## config.mk

```make
export PLATFORM = sky130hd
export DESIGN_NAME = sms_supervisor
export DESIGN_NICKNAME = d
export VERILOG_FILES = /design/src/sms_pkg.sv /design/src/sms_supervisor.sv
export VERILOG_INCLUDE_DIRS = /design/src
export SDC_FILE = /design/constraint.sdc
export NUM_CORES = 1
export LEC_CHECK = 0
export ABC_AREA = 1
export BUFFER_PORTS_ARGS = -buffer_cell sky130_fd_sc_hd__buf_2
export CAP_MARGIN = 5
export CORE_MARGIN = 5
export CORE_UTILIZATION = 50
export CTS_CLUSTER_DIAMETER = 200
export DETAILED_ROUTE_END_ITERATION = 8
export GPL_ROUTABILITY_DRIVEN = 0
export PLACE_DENSITY_LB_ADDON = 0.2
export SETUP_SLACK_MARGIN = 0.1
export SYNTH_ARGS = -nofsm -noshare
export SYNTH_HDL_FRONTEND = slang
export SYNTH_SLANG_ARGS = --single-unit
```

## constraint.sdc

```tcl
create_clock -name mclk -period 3.7 [get_ports mclk]
set_input_delay 0.555 -clock mclk [delete_from_list [all_inputs] [get_ports mclk]]
set_output_delay 0.555 -clock mclk [all_outputs]
set_load 0.01 [all_outputs]
```

## src/sms_regs.svh

```systemverilog
// offsets, field positions, defaults and timing counts of the supervisor
`ifndef SMS_REGS_SVH
`define SMS_REGS_SVH
`define SMS_CMD_WD_BIT     7
`define SMS_CMD_ADDR_HI    6
`define SMS_CMD_ADDR_LO    4
`define SMS_ADDR_OUT_CMD   3'h0
`define SMS_ADDR_CONFIG    3'h1
`define SMS_ADDR_OC_LEVEL  3'h2
`define SMS_ADDR_OC_TIME   3'h3
`define SMS_ADDR_IN_EN     3'h4
`define SMS_CFG_OVERVOLTAGE_DISABLE     0
`define SMS_CFG_UNDERVOLTAGE_DISABLE     1
`define SMS_OCL_DEF        3'h0
`define SMS_OCH_DEF        1'h0
`define SMS_OCT_DEF        2'h0
`define SMS_SPI_BITS       4'h8
`define SMS_MCLK_HZ        250000000
`define SMS_WD_BASE_MS     10
`define SMS_WD_BASE_CYCLES (`SMS_WD_BASE_MS * (`SMS_MCLK_HZ / 1000))
`endif

```

## src/sms_pkg.sv

```systemverilog
// types of the switch mode and fault supervisor
package sms_pkg;
  typedef enum logic [3:0] {
    SMS_SLEEP    = 4'b0001,
    SMS_NORMAL   = 4'b0010,
    SMS_FAULT    = 4'b0100,
    SMS_FAILSAFE = 4'b1000
  } sms_mode_t;
  typedef enum logic [1:0] {
    SMS_FS_DISABLED = 2'h0,
    SMS_FS_BOTH_OFF = 2'h1,
    SMS_FS_CH0_ON   = 2'h2,
    SMS_FS_BOTH_ON  = 2'h3
  } sms_fs_code_t;
endpackage

```

## src/sms_supervisor.sv

```systemverilog
// mode, watchdog, fail-safe and fault-flag supervisor of a dual power switch
//////////////////////////////////////////////////////////////////////////////
`timescale 1ns/1ps
`default_nettype none
`include "sms_regs.svh"

module sms_supervisor
  import sms_pkg::*;
#(
  parameter logic [31:0] WD_BASE_CYCLES = 32'(`SMS_WD_BASE_CYCLES)
) (
  input  wire logic       mclk,
  input  wire logic       reset_n,
  input  wire logic       cs_n,
  input  wire logic       sclk,
  input  wire logic       si,
  input  wire logic       wake,
  input  wire logic       rst_pin,
  input  wire logic [1:0] direct_inputs,
  input  wire logic       failsafe_select_input,
  input  wire logic       vdd_ok,
  input  wire logic [1:0] failsafe_resistor_code,
  input  wire logic [1:0] overtemp,
  input  wire logic [1:0] open_load,
  input  wire logic [1:0] overcurrent,
  input  wire logic       overvoltage,
  input  wire logic       undervoltage,
  input  wire logic       below_2v5,
  output logic            so_out,
  output logic            so_oe,
  output logic [1:0]      switch_outputs,
  output logic            fault_flag_n_out,
  output logic            fault_flag_n_oe,
  output logic            watchdog_timeout_flag,
  output sms_mode_t       mode,
  output logic [2:0]      oc_low_level_field,
  output logic            oc_high_level_field,
  output logic [1:0]      oc_low_time_field
);
  localparam int NP = 9;
  // chip select idles high; resetting its stages low would fake a select edge
  localparam logic [NP-1:0] SYNC_IDLE = 9'h004;

  //////////////////////////////////////////////////////////////////////////
  // pin synchronisers; stage one is read only by stage two
  logic [NP-1:0] sync1;
  logic [NP-1:0] sync2;
  logic [NP-1:0] sync3;
  always_ff @(posedge mclk) begin
    if (!reset_n) begin
      sync1 <= SYNC_IDLE;
      sync2 <= SYNC_IDLE;
      sync3 <= SYNC_IDLE;
    end else begin
      sync1 <= {vdd_ok, failsafe_select_input, rst_pin, wake, si, sclk, cs_n,
                direct_inputs};
      sync2 <= sync1;
      sync3 <= sync2;
    end
  end

  logic [1:0] din_s;
  logic       cs_s, sclk_s, si_s, wake_s, rst_s, fsi_s, vdd_s;
  assign {vdd_s, fsi_s, rst_s, wake_s, si_s, sclk_s, cs_s, din_s} = sync2;
  logic sclk_rise, cs_fall, cs_rise, wake_rise, rst_rise;
  assign sclk_rise = sclk_s & ~sync3[3] & ~cs_s;
  assign cs_fall   = ~cs_s & sync3[2];
  assign cs_rise   = cs_s & ~sync3[2];
  assign wake_rise = wake_s & ~sync3[5];
  assign rst_rise  = rst_s & ~sync3[6];

  //////////////////////////////////////////////////////////////////////////
  // state
  sms_mode_t   next_mode;
  logic [7:0]  rx, next_rx, tx, next_tx;
  logic [3:0]  bits, next_bits;
  logic [1:0]  out_cmd, next_out_cmd, in_en, next_in_en;
  logic [3:0]  cfg, next_cfg;
  logic [2:0]  ocl, next_ocl;
  logic        och, next_och;
  logic [1:0]  oct, next_oct;
  logic        wd_last, next_wd_last, wd_armed, next_wd_armed;
  logic [31:0] wd_cnt, next_wd_cnt;
  logic [1:0]  oc_latch, next_oc_latch, uv_latch, next_uv_latch;
  logic        ot_st, next_ot_st, ov_st, next_ov_st, uv_st, next_uv_st;
  logic        oc_st, next_oc_st, ol_st, next_ol_st;
  logic [1:0]  next_sw;
  logic        next_flag_oe, next_so_oe;

  // decode of the fail-safe resistor code into channel states
  function automatic logic [1:0] fs_pattern(input sms_fs_code_t c);
    unique case (c)
      SMS_FS_DISABLED: fs_pattern = 2'h0;
      SMS_FS_BOTH_OFF: fs_pattern = 2'h0;
      SMS_FS_CH0_ON:   fs_pattern = 2'h1;
      SMS_FS_BOTH_ON:  fs_pattern = 2'h3;
    endcase
  endfunction

  //////////////////////////////////////////////////////////////////////////
  // next-state logic
  logic        valid_xfer, overvoltage_disable, undervoltage_disable, ov_act, uv_act, kick, timeout;
  logic [1:0]  cmd, ot_seen;
  logic [31:0] wd_limit;
  always_comb begin
    next_rx       = rx;
    next_tx       = tx;
    next_bits     = bits;
    next_out_cmd  = out_cmd;
    next_in_en    = in_en;
    next_cfg      = cfg;
    next_ocl      = ocl;
    next_och      = och;
    next_oct      = oct;
    next_wd_last  = wd_last;
    next_wd_armed = wd_armed;
    next_wd_cnt   = wd_cnt;
    next_mode     = mode;
    // only an exact 8-bit frame counts as valid
    valid_xfer = cs_rise & (bits == `SMS_SPI_BITS);
    // serial features forced to zero while asleep
    overvoltage_disable = (mode != SMS_SLEEP) & cfg[`SMS_CFG_OVERVOLTAGE_DISABLE];
    undervoltage_disable = (mode != SMS_SLEEP) & cfg[`SMS_CFG_UNDERVOLTAGE_DISABLE];
    ov_act = overvoltage & ~overvoltage_disable;
    uv_act = undervoltage & (~undervoltage_disable | below_2v5);
    kick   = valid_xfer & (rx[`SMS_CMD_WD_BIT] != wd_last);
    wd_limit = WD_BASE_CYCLES << cfg[3:2];               // rate field
    timeout  = wd_armed & (wd_cnt >= wd_limit - 32'h1);

    // serial shifter: capture on rising clock, msb first
    if (cs_fall) begin
      next_bits = 4'h0;
      next_tx = {~fault_flag_n_oe ? 1'b0 : 1'b1, oc_st, ol_st, ot_st, uv_st,
                 mode == SMS_FAILSAFE, ov_st, fsi_s};
    end else if (sclk_rise) begin
      next_rx = {rx[6:0], si_s};
      next_tx = {tx[6:0], 1'b0};
      if (bits != 4'hF) begin
        next_bits = bits + 4'h1;
      end
    end
    if (valid_xfer) begin
      next_wd_last = rx[`SMS_CMD_WD_BIT];
      unique case (rx[`SMS_CMD_ADDR_HI:`SMS_CMD_ADDR_LO])
        `SMS_ADDR_OUT_CMD:  next_out_cmd = rx[1:0];
        `SMS_ADDR_CONFIG:   next_cfg = rx[3:0];
        `SMS_ADDR_OC_LEVEL: next_ocl = rx[2:0];
        `SMS_ADDR_OC_TIME:  {next_och, next_oct} = rx[2:0];
        `SMS_ADDR_IN_EN:    next_in_en = rx[1:0];
        default:            next_in_en = in_en;
      endcase
    end

    // watchdog: armed by rising wake or reset while select is high
    if (!fsi_s) begin
      next_wd_armed = 1'b0;
    end else if (wake_rise | rst_rise) begin
      next_wd_armed = 1'b1;
    end
    if (!next_wd_armed | kick | wake_rise | rst_rise) begin
      next_wd_cnt = 32'h0;
    end else if (!timeout) begin
      next_wd_cnt = wd_cnt + 32'h1;
    end

    // mode selection
    if (!wake_s & !rst_s) begin
      next_mode     = SMS_SLEEP;
      next_wd_armed = 1'b0;
    end else if (mode == SMS_FAILSAFE & fsi_s) begin
      next_mode = SMS_FAILSAFE;
    end else if (timeout & fsi_s) begin
      next_mode = SMS_FAILSAFE;
      next_ocl  = `SMS_OCL_DEF;
      next_och  = `SMS_OCH_DEF;
      next_oct  = `SMS_OCT_DEF;
    end else if (!fault_flag_n_oe & rst_s & ~ov_act & ~uv_act) begin
      next_mode = SMS_NORMAL;
    end else if (fault_flag_n_oe | ov_act | uv_act) begin
      next_mode = SMS_FAULT;
    end else begin
      next_mode = SMS_SLEEP;
    end

    // reset pin low or lost logic supply wipes configuration
    if (!rst_s | !vdd_s) begin
      next_out_cmd = 2'h0;
      next_in_en   = 2'h0;
      next_cfg     = 4'h0;
      next_ocl     = `SMS_OCL_DEF;
      next_och     = `SMS_OCH_DEF;
      next_oct     = `SMS_OCT_DEF;
    end

    // channel command: fail-safe pattern beats everything else; it follows the
    // mode being entered so outputs never lag the mode by a cycle
    if (next_mode == SMS_FAILSAFE) begin
      cmd = fs_pattern(sms_fs_code_t'(failsafe_resistor_code));
    end else if (next_mode == SMS_SLEEP) begin
      cmd = 2'h0;
    end else if (!vdd_s) begin
      cmd = din_s;
    end else begin
      cmd = out_cmd | (in_en & din_s);
    end

    // latched faults clear only when the command drops
    next_oc_latch = (oc_latch | (overcurrent & cmd)) & cmd;
    next_uv_latch = (uv_latch | ({2{uv_act}} & cmd)) & cmd;
    ot_seen = overtemp & cmd;
    next_sw = cmd & ~ot_seen & ~next_oc_latch & ~next_uv_latch
              & ~{2{ov_act | uv_act}};
    next_flag_oe = (|ot_seen) | (|open_load) | (|next_oc_latch) | ov_act
                   | uv_act | (|next_uv_latch);

    // status bits: a new event wins over the clearing read
    next_ot_st = (ot_st & ~valid_xfer) | (|ot_seen);
    next_ov_st = (ov_st & ~valid_xfer) | ov_act;
    next_uv_st = (uv_st & ~valid_xfer) | uv_act;
    next_oc_st = (oc_st & ~valid_xfer) | (|(overcurrent & cmd));
    next_ol_st = (ol_st & ~valid_xfer) | (|open_load);
    if (!rst_s) begin
      next_ot_st = 1'b0;
      next_ov_st = 1'b0;
      next_uv_st = 1'b0;
      next_oc_st = 1'b0;
      next_ol_st = 1'b0;
    end
    next_so_oe = ~cs_s;
  end

  //////////////////////////////////////////////////////////////////////////
  // registers; power-on reset lands in sleep
  always_ff @(posedge mclk) begin
    if (!reset_n) begin
      mode                  <= SMS_SLEEP;
      rx                    <= 8'h00;
      tx                    <= 8'h00;
      bits                  <= 4'h0;
      out_cmd               <= 2'h0;
      in_en                 <= 2'h0;
      cfg                   <= 4'h0;
      ocl                   <= `SMS_OCL_DEF;
      och                   <= `SMS_OCH_DEF;
      oct                   <= `SMS_OCT_DEF;
      wd_last               <= 1'b0;
      wd_armed              <= 1'b0;
      wd_cnt                <= 32'h0;
      oc_latch              <= 2'h0;
      uv_latch              <= 2'h0;
      ot_st                 <= 1'b0;
      ov_st                 <= 1'b0;
      uv_st                 <= 1'b0;
      oc_st                 <= 1'b0;
      ol_st                 <= 1'b0;
      switch_outputs        <= 2'h0;
      fault_flag_n_oe       <= 1'b0;
      fault_flag_n_out      <= 1'b0;
      so_oe                 <= 1'b0;
      so_out                <= 1'b0;
      watchdog_timeout_flag <= 1'b0;
      oc_low_level_field    <= `SMS_OCL_DEF;
      oc_high_level_field   <= `SMS_OCH_DEF;
      oc_low_time_field     <= `SMS_OCT_DEF;
    end else begin
      mode                  <= next_mode;
      rx                    <= next_rx;
      tx                    <= next_tx;
      bits                  <= next_bits;
      out_cmd               <= next_out_cmd;
      in_en                 <= next_in_en;
      cfg                   <= next_cfg;
      ocl                   <= next_ocl;
      och                   <= next_och;
      oct                   <= next_oct;
      wd_last               <= next_wd_last;
      wd_armed              <= next_wd_armed;
      wd_cnt                <= next_wd_cnt;
      oc_latch              <= next_oc_latch;
      uv_latch              <= next_uv_latch;
      ot_st                 <= next_ot_st;
      ov_st                 <= next_ov_st;
      uv_st                 <= next_uv_st;
      oc_st                 <= next_oc_st;
      ol_st                 <= next_ol_st;
      switch_outputs        <= next_sw;
      fault_flag_n_oe       <= next_flag_oe;
      fault_flag_n_out      <= 1'b0;                     // open drain pulls low
      so_oe                 <= next_so_oe;
      so_out                <= next_tx[7];
      watchdog_timeout_flag <= (next_mode == SMS_FAILSAFE);
      oc_low_level_field    <= next_ocl;
      oc_high_level_field   <= next_och;
      oc_low_time_field     <= next_oct;
    end
  end
endmodule // sms_supervisor
`default_nettype wire

```

### After elaboration in Yosys (flattened, before gate mapping)

Index checks and enable logic that the tools add are counted.

* input port bits: 22
* logic and storage cells: 172
* bits in registers: 111
* output and inout port bits: 17

* magnitude comparators: 1
* muxes and demuxes: 29
* add/sub/neg operators: 3
* bitwise gates (word level): 72
* shift operators: 1
* reductions and logical operators: 24
* equality and inequality tests: 14

Operator list (number)
* 32-bit by 1-bit adder with 32-bit output (second input constant): 1
* 32-bit >= comparator: 1
* 22-bit by 2-bit << shifter with 32-bit output (first input constant): 1
* 32-bit by 1-bit subtractor with 32-bit output (second input constant): 1
* 1-bit bitwise AND: 24
* 3-bit two-way mux: 7
* 2-bit bitwise AND: 10
* 2-bit OR reduction: 10
* 1-bit bitwise OR: 19
* 2-bit two-way mux: 8
* 8-bit two-way mux: 2
* 4-bit equality test (second input constant): 3
* 4-bit two-way mux: 3
* 1-bit inverter: 12
* 2-bit AND reduction: 6
* 1-bit two-way mux: 8
* 2-bit inverter: 4
* 3-bit by 2-bit equality test with 1-bit output (second input constant): 2
* 2-bit bitwise OR: 3
* 2-bit one-hot mux with 3 select lines: 1
* 1-bit zero test: 5
* 4-bit by 1-bit adder with 4-bit output (second input constant): 1
* 2-bit equality test (second input constant): 2
* 4-bit by 1-bit equality test with 1-bit output (second input constant): 1
* other kinds (9): 9

### Depth between registers and ports, before layout

Gate-level depths: netlist of the first run.

* depth in word-level cells: 22
* depth in mapped cells: 21
* gate-level depth less buffers: 21

### Worst setup path before layout of the first run

OpenSTA, ideal clock, no wires.

* path kind: register to register
* start point: register cfg[3]
* end point: register wd_cnt[19]
* library setup time: 115 ps
* path buffers: 0
* clock period less this slack: 2547 ps
* path slack: 1153 ps
* cell stages (with the launch flop): 21
* data required time: 3585 ps
* data arrival time: 2432 ps
* cells stage by stage: dfxtp_1 -> inv_1 -> ha_1 -> inv_1 -> ha_1 -> ha_1 -> nand2_1 -> nor2_1 -> nor2_1 -> nand2_1 -> nand2_1 -> nand3_1 -> nand2_1 -> nand2_2 -> nand2_4 -> nand4_1 -> nor2_1 -> nand2_1 -> nor2_1 -> a21oi_1 -> o21a_1

* longest elaborated chain between the ends: 4

Ends and longest elaborated chain
* start: declaration: RTL line sms_supervisor.sv:78 `logic [3:0] cfg, next_cfg;`
* start signal: assignment: RTL line sms_supervisor.sv:272 `cfg <= next_cfg;`
* 22-bit by 2-bit << shifter with 32-bit output: RTL line sms_supervisor.sv:127 `wd_limit = WD_BASE_CYCLES << cfg[3:2];`
* 32-bit by 1-bit subtractor with 32-bit output: RTL line sms_supervisor.sv:128 `timeout = wd_armed & (wd_cnt >= wd_limit - 32'h1);`
* 32-bit >= comparator: RTL line sms_supervisor.sv:128
* 1-bit bitwise AND: RTL line sms_supervisor.sv:128
* end signal: assignment: RTL line sms_supervisor.sv:278 `wd_cnt <= next_wd_cnt;`
* end: declaration: RTL line sms_supervisor.sv:83 `logic [31:0] wd_cnt, next_wd_cnt;`

No other way between the ends.
A chain may end at the register's enable or synchronous reset.

### Worst setup path in the final report of the first run

* start point: register cfg[3]
* end point: register wd_cnt[30]

The elaborated chain is that of the path after synthesis.

==> impl_metrics.csv, run 1 <==
group,metric,value,unit
power,p_leak,2.61,nW
yosys,ys_seq_elements,108,
critical_path,crit_type,"register to register",
timing,fin_skew,0.0115,ns
timing,final.setup.tns,0,ns
worst_hold_path,holdCritStartpoint,"failsafe_select_input",
cts,clk_pin_slew,0.11,ns
outcome,status,"finished clean",
timing,max_slew_margin,58.6,%
cts,clockRootBuffer,"clkbuf_8",
critical_path,endpoint_kind,"register",
cts,cts_made_buffers,9,
global_route,grt-ovfl-total,0,
floorplanning,rows,37,
route,wl_per_cell,13.1,µm
finish,syn_to_final_growth,11.1,%
floorplanning,ios,39,
critical_path,reg2reg_depth,21,
route,firstDrtPassIters,5,
route,drt_iter0_markers,261,
worst_hold_path,min_path_cells,3,
critical_path,reg2reg_to,"wd_cnt[30]$_SDFFE_PP0P_",
cts,htreeDepth,3,
cts,cts_resized,0,
worst_hold_path,hold_end,"sync1[7]$_SDFF_PN0_",
critical_path,crit_family,"simple AND/OR/NAND/NOR gates",
placement,io_buffers,37,
critical_path,crit_chain,"inv_1 > ha_1 > inv_1 > ha_1 > ha_1 > nand2_1 > nor2_1 > nor2_1 > nand2_1 > nand2_1 > nand3_1 > nand2_1 > nand2_2 > nand2_4 > nand2_2 > nor3_4 > nand2_2 > nor2_2 > nand3_1 > nand2_1 > nor2_1",
timing,holdWs,0.353,ns
yosys,synthArstFlopShare,0,%
timing,max_clock_freq,328,MHz
critical_path,worst-path-buf-inv,2,
finish,layout-drive-gt1-share,11.8,%
global_route,grt_pass1_wl,20.4,mm
power,totalPowerFinal,2.08,mW
critical_path,cp.required,3.99,ns
floorplanning,die_h,113,µm
cts,max-clock-path-buffers,2,
route,drcViolationCount,0,
yosys,synth_edf_count,0,
yosys,synth_top_area_share,40.9,%
critical_path,crit_top_cell,"nand2_1",
global_route,track_usage,19.4,%
global_route,grt_util_met2,33.7,%
timing,drv_slew,0,
floorplanning,core-area,0.0103,mm²
timing,rsz0062_at_grt,"no",
power,p_per_area,354,mW/mm²
run,drv_cap,0,
critical_path,r2r_slack,0.65,ns
critical_path,critPathLaunchType,"register",
critical_path,reg2reg_from,"cfg[3]$_SDFFE_PP0P_",
route,vias_per_cell,5.13,
route,vias,4643,
cts,ctsHoldBuffers,0,
yosys,yosysWarnings,0,
cts,postCtsSetupRepairBufs,0,
route,ant_nets,0,
timing,setup_viol,0,
timing,finalCritPeriodShare,82.5,%
finish,finalNetCount,823,
finish,antennaDiodeCount,0,
yosys,synth_flop_cell,"dfxtp_1",
critical_path,critPathArrivalTime,3.34,ns
cts,cts_tree,"done",
yosys,synth_cell_types,46,
route,wirelength,11.8,mm
floorplanning,die_w,113,µm
yosys,synthTopCellsByArea,"dfxtp_1, nand2_1, ha_1",
critical_path,max_stage_delay,0.42,ns
global_route,grt_max_degree,35,
yosys,synth_area_leader_cell,"dfxtp_1",
global_route,grt_pass1_vias,4539,
critical_path,crit_slowest_cell,"dfxtp_1",
finish,final_util,56.9,%
floorplanning,initial_core_util,51.2,%
yosys,synthCells,717,
timing,min_period,3.05,ns
cts,cts.sinks,108,
global_route,antenna_found_initial,0,
yosys,syn_area,0.00529,mm²
critical_path,critPathMaxFanout,18,
timing,hold_viol,0,
global_route,busiest_layer,"met2",
floorplanning,dieArea,0.0127,mm²
global_route,grtUsageMet1,22.8,%
global_route,grt.met3_usage,4.55,%
yosys,synth.yosys.seq_area_share,40.9,%
placement,hpwl,9.09,mm
cts,clk_latency,0.38,ns
timing,worst_slew_pin_slew,0.619,ns
worst_hold_path,holdCritPathClass,"input port to register",
yosys,synth_area_per_cell,7.38,µm²
power,peakVddDrop,324,µV
## flip-flops by register name, summed over array words and instances, names as in the netlist, 3 cells and up
| register | cells |
|---|---|
| ocl | 3 |
| tx | 8 |
| cfg | 4 |
| mode | 4 |
| wd_cnt | 32 |
| sync1 | 9 |
| bits | 4 |
| sync3 | 4 |
| sync2 | 9 |
| rx | 8 |
## routing by layer
layer	share of wire (%)	wire (µm)
met1	43	5150
met2	50	5880
met3	3.5	420
met4	3.4	400
met5	0	0
## cell families (layout without fill, tap and decap cells)
family,Yosys count,in the layout,share of synthesized area [%]
buffers and inverters,133,179,9.58
AOI/OAI and AO/OA,121,121,12.7
adders and majority gates,37,37,8.75
muxes,3,3,0.639
other,2,8,0.142
DFF,108,108,40.9
xor gates and xnor gates,3,3,0.497
and+or+nand+nor,310,310,26.8
## worst max path at each step
stage                        start                       to  slack (ns)  cells past startpoint
4_1_cts        cfg[3]$_SDFFE_PP0P_  wd_cnt[30]$_SDFFE_PP0P_        0.64                     21
3_5_place_dp   cfg[3]$_SDFFE_PP0P_  wd_cnt[30]$_SDFFE_PP0P_        0.68                     21
2_1_floorplan  cfg[3]$_SDFFE_PP0P_  wd_cnt[19]$_SDFFE_PP0P_        1.15                     20
3_3_place_gp   cfg[3]$_SDFFE_PP0P_  wd_cnt[30]$_SDFFE_PP0P_        0.83                     21
6_report       cfg[3]$_SDFFE_PP0P_  wd_cnt[30]$_SDFFE_PP0P_        0.65                     21
5_1_grt        cfg[3]$_SDFFE_PP0P_  wd_cnt[19]$_SDFFE_PP0P_        0.31                     19
## synth_stat cells (4+ instances only)
| cell | instances |
|---|---|
| a21oi_1 | 57 |
| a31oi_1 | 10 |
| clkbuf_1 | 6 |
| dfxtp_1 | 108 |
| ha_1 | 37 |
| inv_1 | 118 |
| inv_2 | 5 |
| nand2_1 | 152 |
| nand2_2 | 5 |
| nand3_1 | 23 |
| nand4_1 | 10 |
| nor2_1 | 63 |
| nor3_1 | 25 |
| nor3_2 | 4 |
| nor4_1 | 6 |
| o21ai_0 | 35 |
| o21ai_1 | 4 |
## worst min-delay path: cells and delay by family
| kind | cells | cell delay, ns |
|---|---|---|
| AND/OR/NAND/NOR | 1 | 0.04 |
| buffers and inverters | 2 | 0.11 |
## per-stage QoR
stage | setup WS, ns | cell area, µm² | std cells
finish | 0.649 | 5880 | 905
global route | 0.306 | 5880 | 905
CTS | 0.643 | 5880 | 905
detailed placement | 0.677 | 5650 | 889
global placement | 0.825 | 5650 | 889
floorplan | 1.15 | 5310 | 723
## layout make-up
type                       instances  area, µm²
inverter                         123        462
clock inverter                     7        109
clock buffer                       9        124
tap                              136        170
fill                             987       4450
timing repair buffer              40        208
sequential                       108       2160
multi-input combinational        482       2640
## report_power, final
part / internal, mW / switching, mW / leakage [nW]
registers: 1.18 / 0.00748 / 0.875
logic: 0.0258 / 0.0458 / 1.62
clock network: 0.393 / 0.430 / 0.115
total: 1.59 / 0.483 / 2.61
## cell usage in the layout (no fill, tap or decap), types with 4 or more instances in the layout
cell type	count
dfxtp_1	108
conb_1	8
nand2_1	152
inv_1	118
ha_1	37
clkbuf_8	9
o21ai_1	4
nor3_2	4
inv_2	5
nand4_1	10
a31oi_1	10
a21oi_1	57
nand2_2	5
nor2_1	63
buf_2	37
nor4_1	6
o21ai_0	35
nand3_1	23
nor3_1	25
No activity file was read; power rests on OpenSTA's default activity.
==> inputs of run 2 (changes only) <==
==> constraint.sdc (replaced) <==
create_clock -name mclk -period 2.6 [get_ports mclk]
set_input_delay 0.39 -clock mclk [delete_from_list [all_inputs] [get_ports mclk]]
set_output_delay 0.39 -clock mclk [all_outputs]
set_load 0.01 [all_outputs]
==> run 2 against run 1 <==
  * The run now ends with negative setup slack left
  * Via count is 5.1% higher
  * Die area stayed put
  * Combinational power is 56% higher
  * First-iteration DRC count shrank 5.7%
  * Register-to-register slack got worse by 0.71 ns
  * Worst hold slack got worse by 0.17 ns
  * Worst setup slack lost 0.71 ns
  * Global-route usage is 0.31 points higher
  * Clock power rose by 47%
  * Final cell count rose by 4.8%
  * Critical endpoint unchanged
==> impl_metrics.csv, run 2 (synthesis results as in run 1) <==
group,metric,value,unit
outcome,status,"finished, violations left",
outcome,violations,"negative setup slack",
critical_path,startpoint,"cfg[3]$_SDFFE_PP0P_",
cts,cts_made_buffers,9,
global_route,grt_max_degree,29,
timing,worst_slew_pin_slew,0.668,ns
route,vias_per_cell,5.15,
timing,setup_viol,5,
timing,fin_ws,-0.0639,ns
critical_path,reg2reg_depth,20,
finish,largest_reg_flops,32,
placement,hpwl,9.23,mm
route,wl_per_cell,13.5,µm
power,peakVddDrop,427,µV
finish,finalInstanceArea,0.00669,mm²
critical_path,critPathCapture,"wd_cnt[30]$_SDFFE_PP0P_",
global_route,antenna_found_initial,0,
cts,clk_latency,0.38,ns
route,ant_nets,0,
power,p_per_area,450,mW/mm²
finish,regMostFlops,"wd_cnt",
worst_hold_path,holdCritPathClass,"input port to register",
route,wirelength,12.8,mm
global_route,grt-ovfl-total,0,
cts,clk_pin_slew,0.10,ns
floorplanning,initial_core_util,51.2,%
timing,rsz0062_at_grt,"yes",
placement,placed_area,0.00587,mm²
finish,finalNetCount,866,
route,drt_iter0_markers,246,
floorplanning,die_h,113,µm
critical_path,reg2reg_to,"wd_cnt[30]$_SDFFE_PP0P_",
critical_path,endpoint_kind,"register",
cts,max-clock-path-buffers,2,
finish,largestRegisters,"wd_cnt: 32 flops, sync1: 9 flops, sync2: 9 flops",
timing,max_slew_margin,55.4,%
timing,hold_viol,0,
critical_path,critPathLaunchType,"register",
placement,io_buffers,37,
critical_path,r2r_slack,-0.06,ns
route,firstDrtPassIters,5,
cts,cts.sinks,108,
timing,max_clock_freq,375,MHz
cts,htreeDepth,3,
route,drcViolationCount,0,
finish,syn_to_final_growth,26.5,%
finish,layout_common_cells,"nand2_1, inv_1, dfxtp_1",
timing,finalCritPeriodShare,102,%
floorplanning,die_w,113,µm
critical_path,cp.required,2.88,ns
floorplanning,core-area,0.0103,mm²
power,p_leak,2.88,nW
critical_path,critPathMaxFanout,6,
critical_path,crit_type,"register to register",
critical_path,reg2reg_from,"cfg[3]$_SDFFE_PP0P_",
timing,min_period,2.66,ns
critical_path,critPathArrivalTime,2.95,ns
route,vias,4881,
global_route,grt_pass1_wl,20.7,mm
finish,layout-drive-gt1-share,26.4,%
timing,drv_slew,0,
timing,final.setup.tns,-0.0995,ns
timing,fin_skew,0.00844,ns
finish,antennaDiodeCount,0,
global_route,track_usage,19.7,%
floorplanning,dieArea,0.0127,mm²
floorplanning,rows,37,
global_route,grt_pass1_vias,4558,
floorplanning,ios,39,
cts,ctsHoldBuffers,0,
finish,mostFrequentLayoutCell,"nand2_1",
run,drv_cap,0,
cts,cts_tree,"done",
cts,clockRootBuffer,"clkbuf_8",
## run 2: timing repair
action	CTS	global route
endpoints found under the hold margin	0	0
buffers inserted	8	8
pin swaps	16	38
setup endpoints to repair	41	52
gates resized for setup	40	81
## run 2: final cells by class
type | instances | area [µm²]
Fill cell | 861 | 3630
Tap cell | 136 | 170
Clock buffer | 11 | 151
Timing Repair Buffer | 83 | 557
Inverter | 123 | 474
Sequential cell | 108 | 2160
Multi-Input combinational cell | 482 | 3080
Clock inverter | 5 | 91.3
## run 2: worst min-delay path by stage
stage | endpoint | slack, ns | startpoint | cells after the start
final | sync1[1]$_SDFF_PN0_ | 0.19 | direct_inputs[1] | 3
after detailed placement | sync2[3]$_SDFF_PN0_ | 0.40 | sync1[3]$_SDFF_PN0_ | 2
after floorplan | sync2[0]$_SDFF_PN0_ | 0.39 | sync1[0]$_SDFF_PN0_ | 2
after global placement | sync2[3]$_SDFF_PN0_ | 0.40 | sync1[3]$_SDFF_PN0_ | 2
after CTS | sync1[5]$_SDFF_PN0_ | 0.17 | wake | 3
after global routing | sync1[5]$_SDFF_PN0_ | 0.15 | wake | 3
## run 2: per-stage QoR
step	util, %	setup slack [ns]	instances	total power, mW	hold slack, ns
after CTS	61.4	-0.0357	941	3.03	0.170
final	64.8	-0.0639	948	3.01	0.187
after detailed placement	56.8	-0.158	918	1.82	0.403
after global placement	56.8	-0.0315	918	1.82	0.395
after floorplan	-	0.127	723	1.79	0.390
after global routing	64.8	-0.223	948	3.14	0.152
## run 2: critical path: stages, from the launching register on
cell and delay [ns]:
dfxtp_2 0.36, inv_4 0.06, buf_4 0.14, buf_4 0.14, ha_1 0.18, ha_1 0.29
nand2_2 0.07, nor2_1 0.04, and2_1 0.14, nand2_1 0.08, nand3_2 0.07, nand2_2 0.08
nand2_4 0.08, nand2_8 0.09, nand2_4 0.07, nor3_4 0.21, nand2_4 0.12, nor2_4 0.13
nand3_1 0.09, nand2_1 0.09, nor2_1 0.04
## run 2: per-layer routing
metal	global-route usage, %	vias to the layer above	wire length, µm
met1	22.9	2252	5390
met5	0	-	0
met2	35.7	107	6580
met3	5.03	28	510
met4	5.61	0	291
li1	-	2494	-
## run 2: power breakdown
| group | leakage, nW | switching [mW] | internal, mW |
|---|---|---|---|
| clock | 0.124 | 0.603 | 0.611 |
| sequential | 0.876 | 0.0104 | 1.67 |
| combinational | 1.88 | 0.0708 | 0.0413 |
| total | 2.88 | 0.684 | 2.33 |
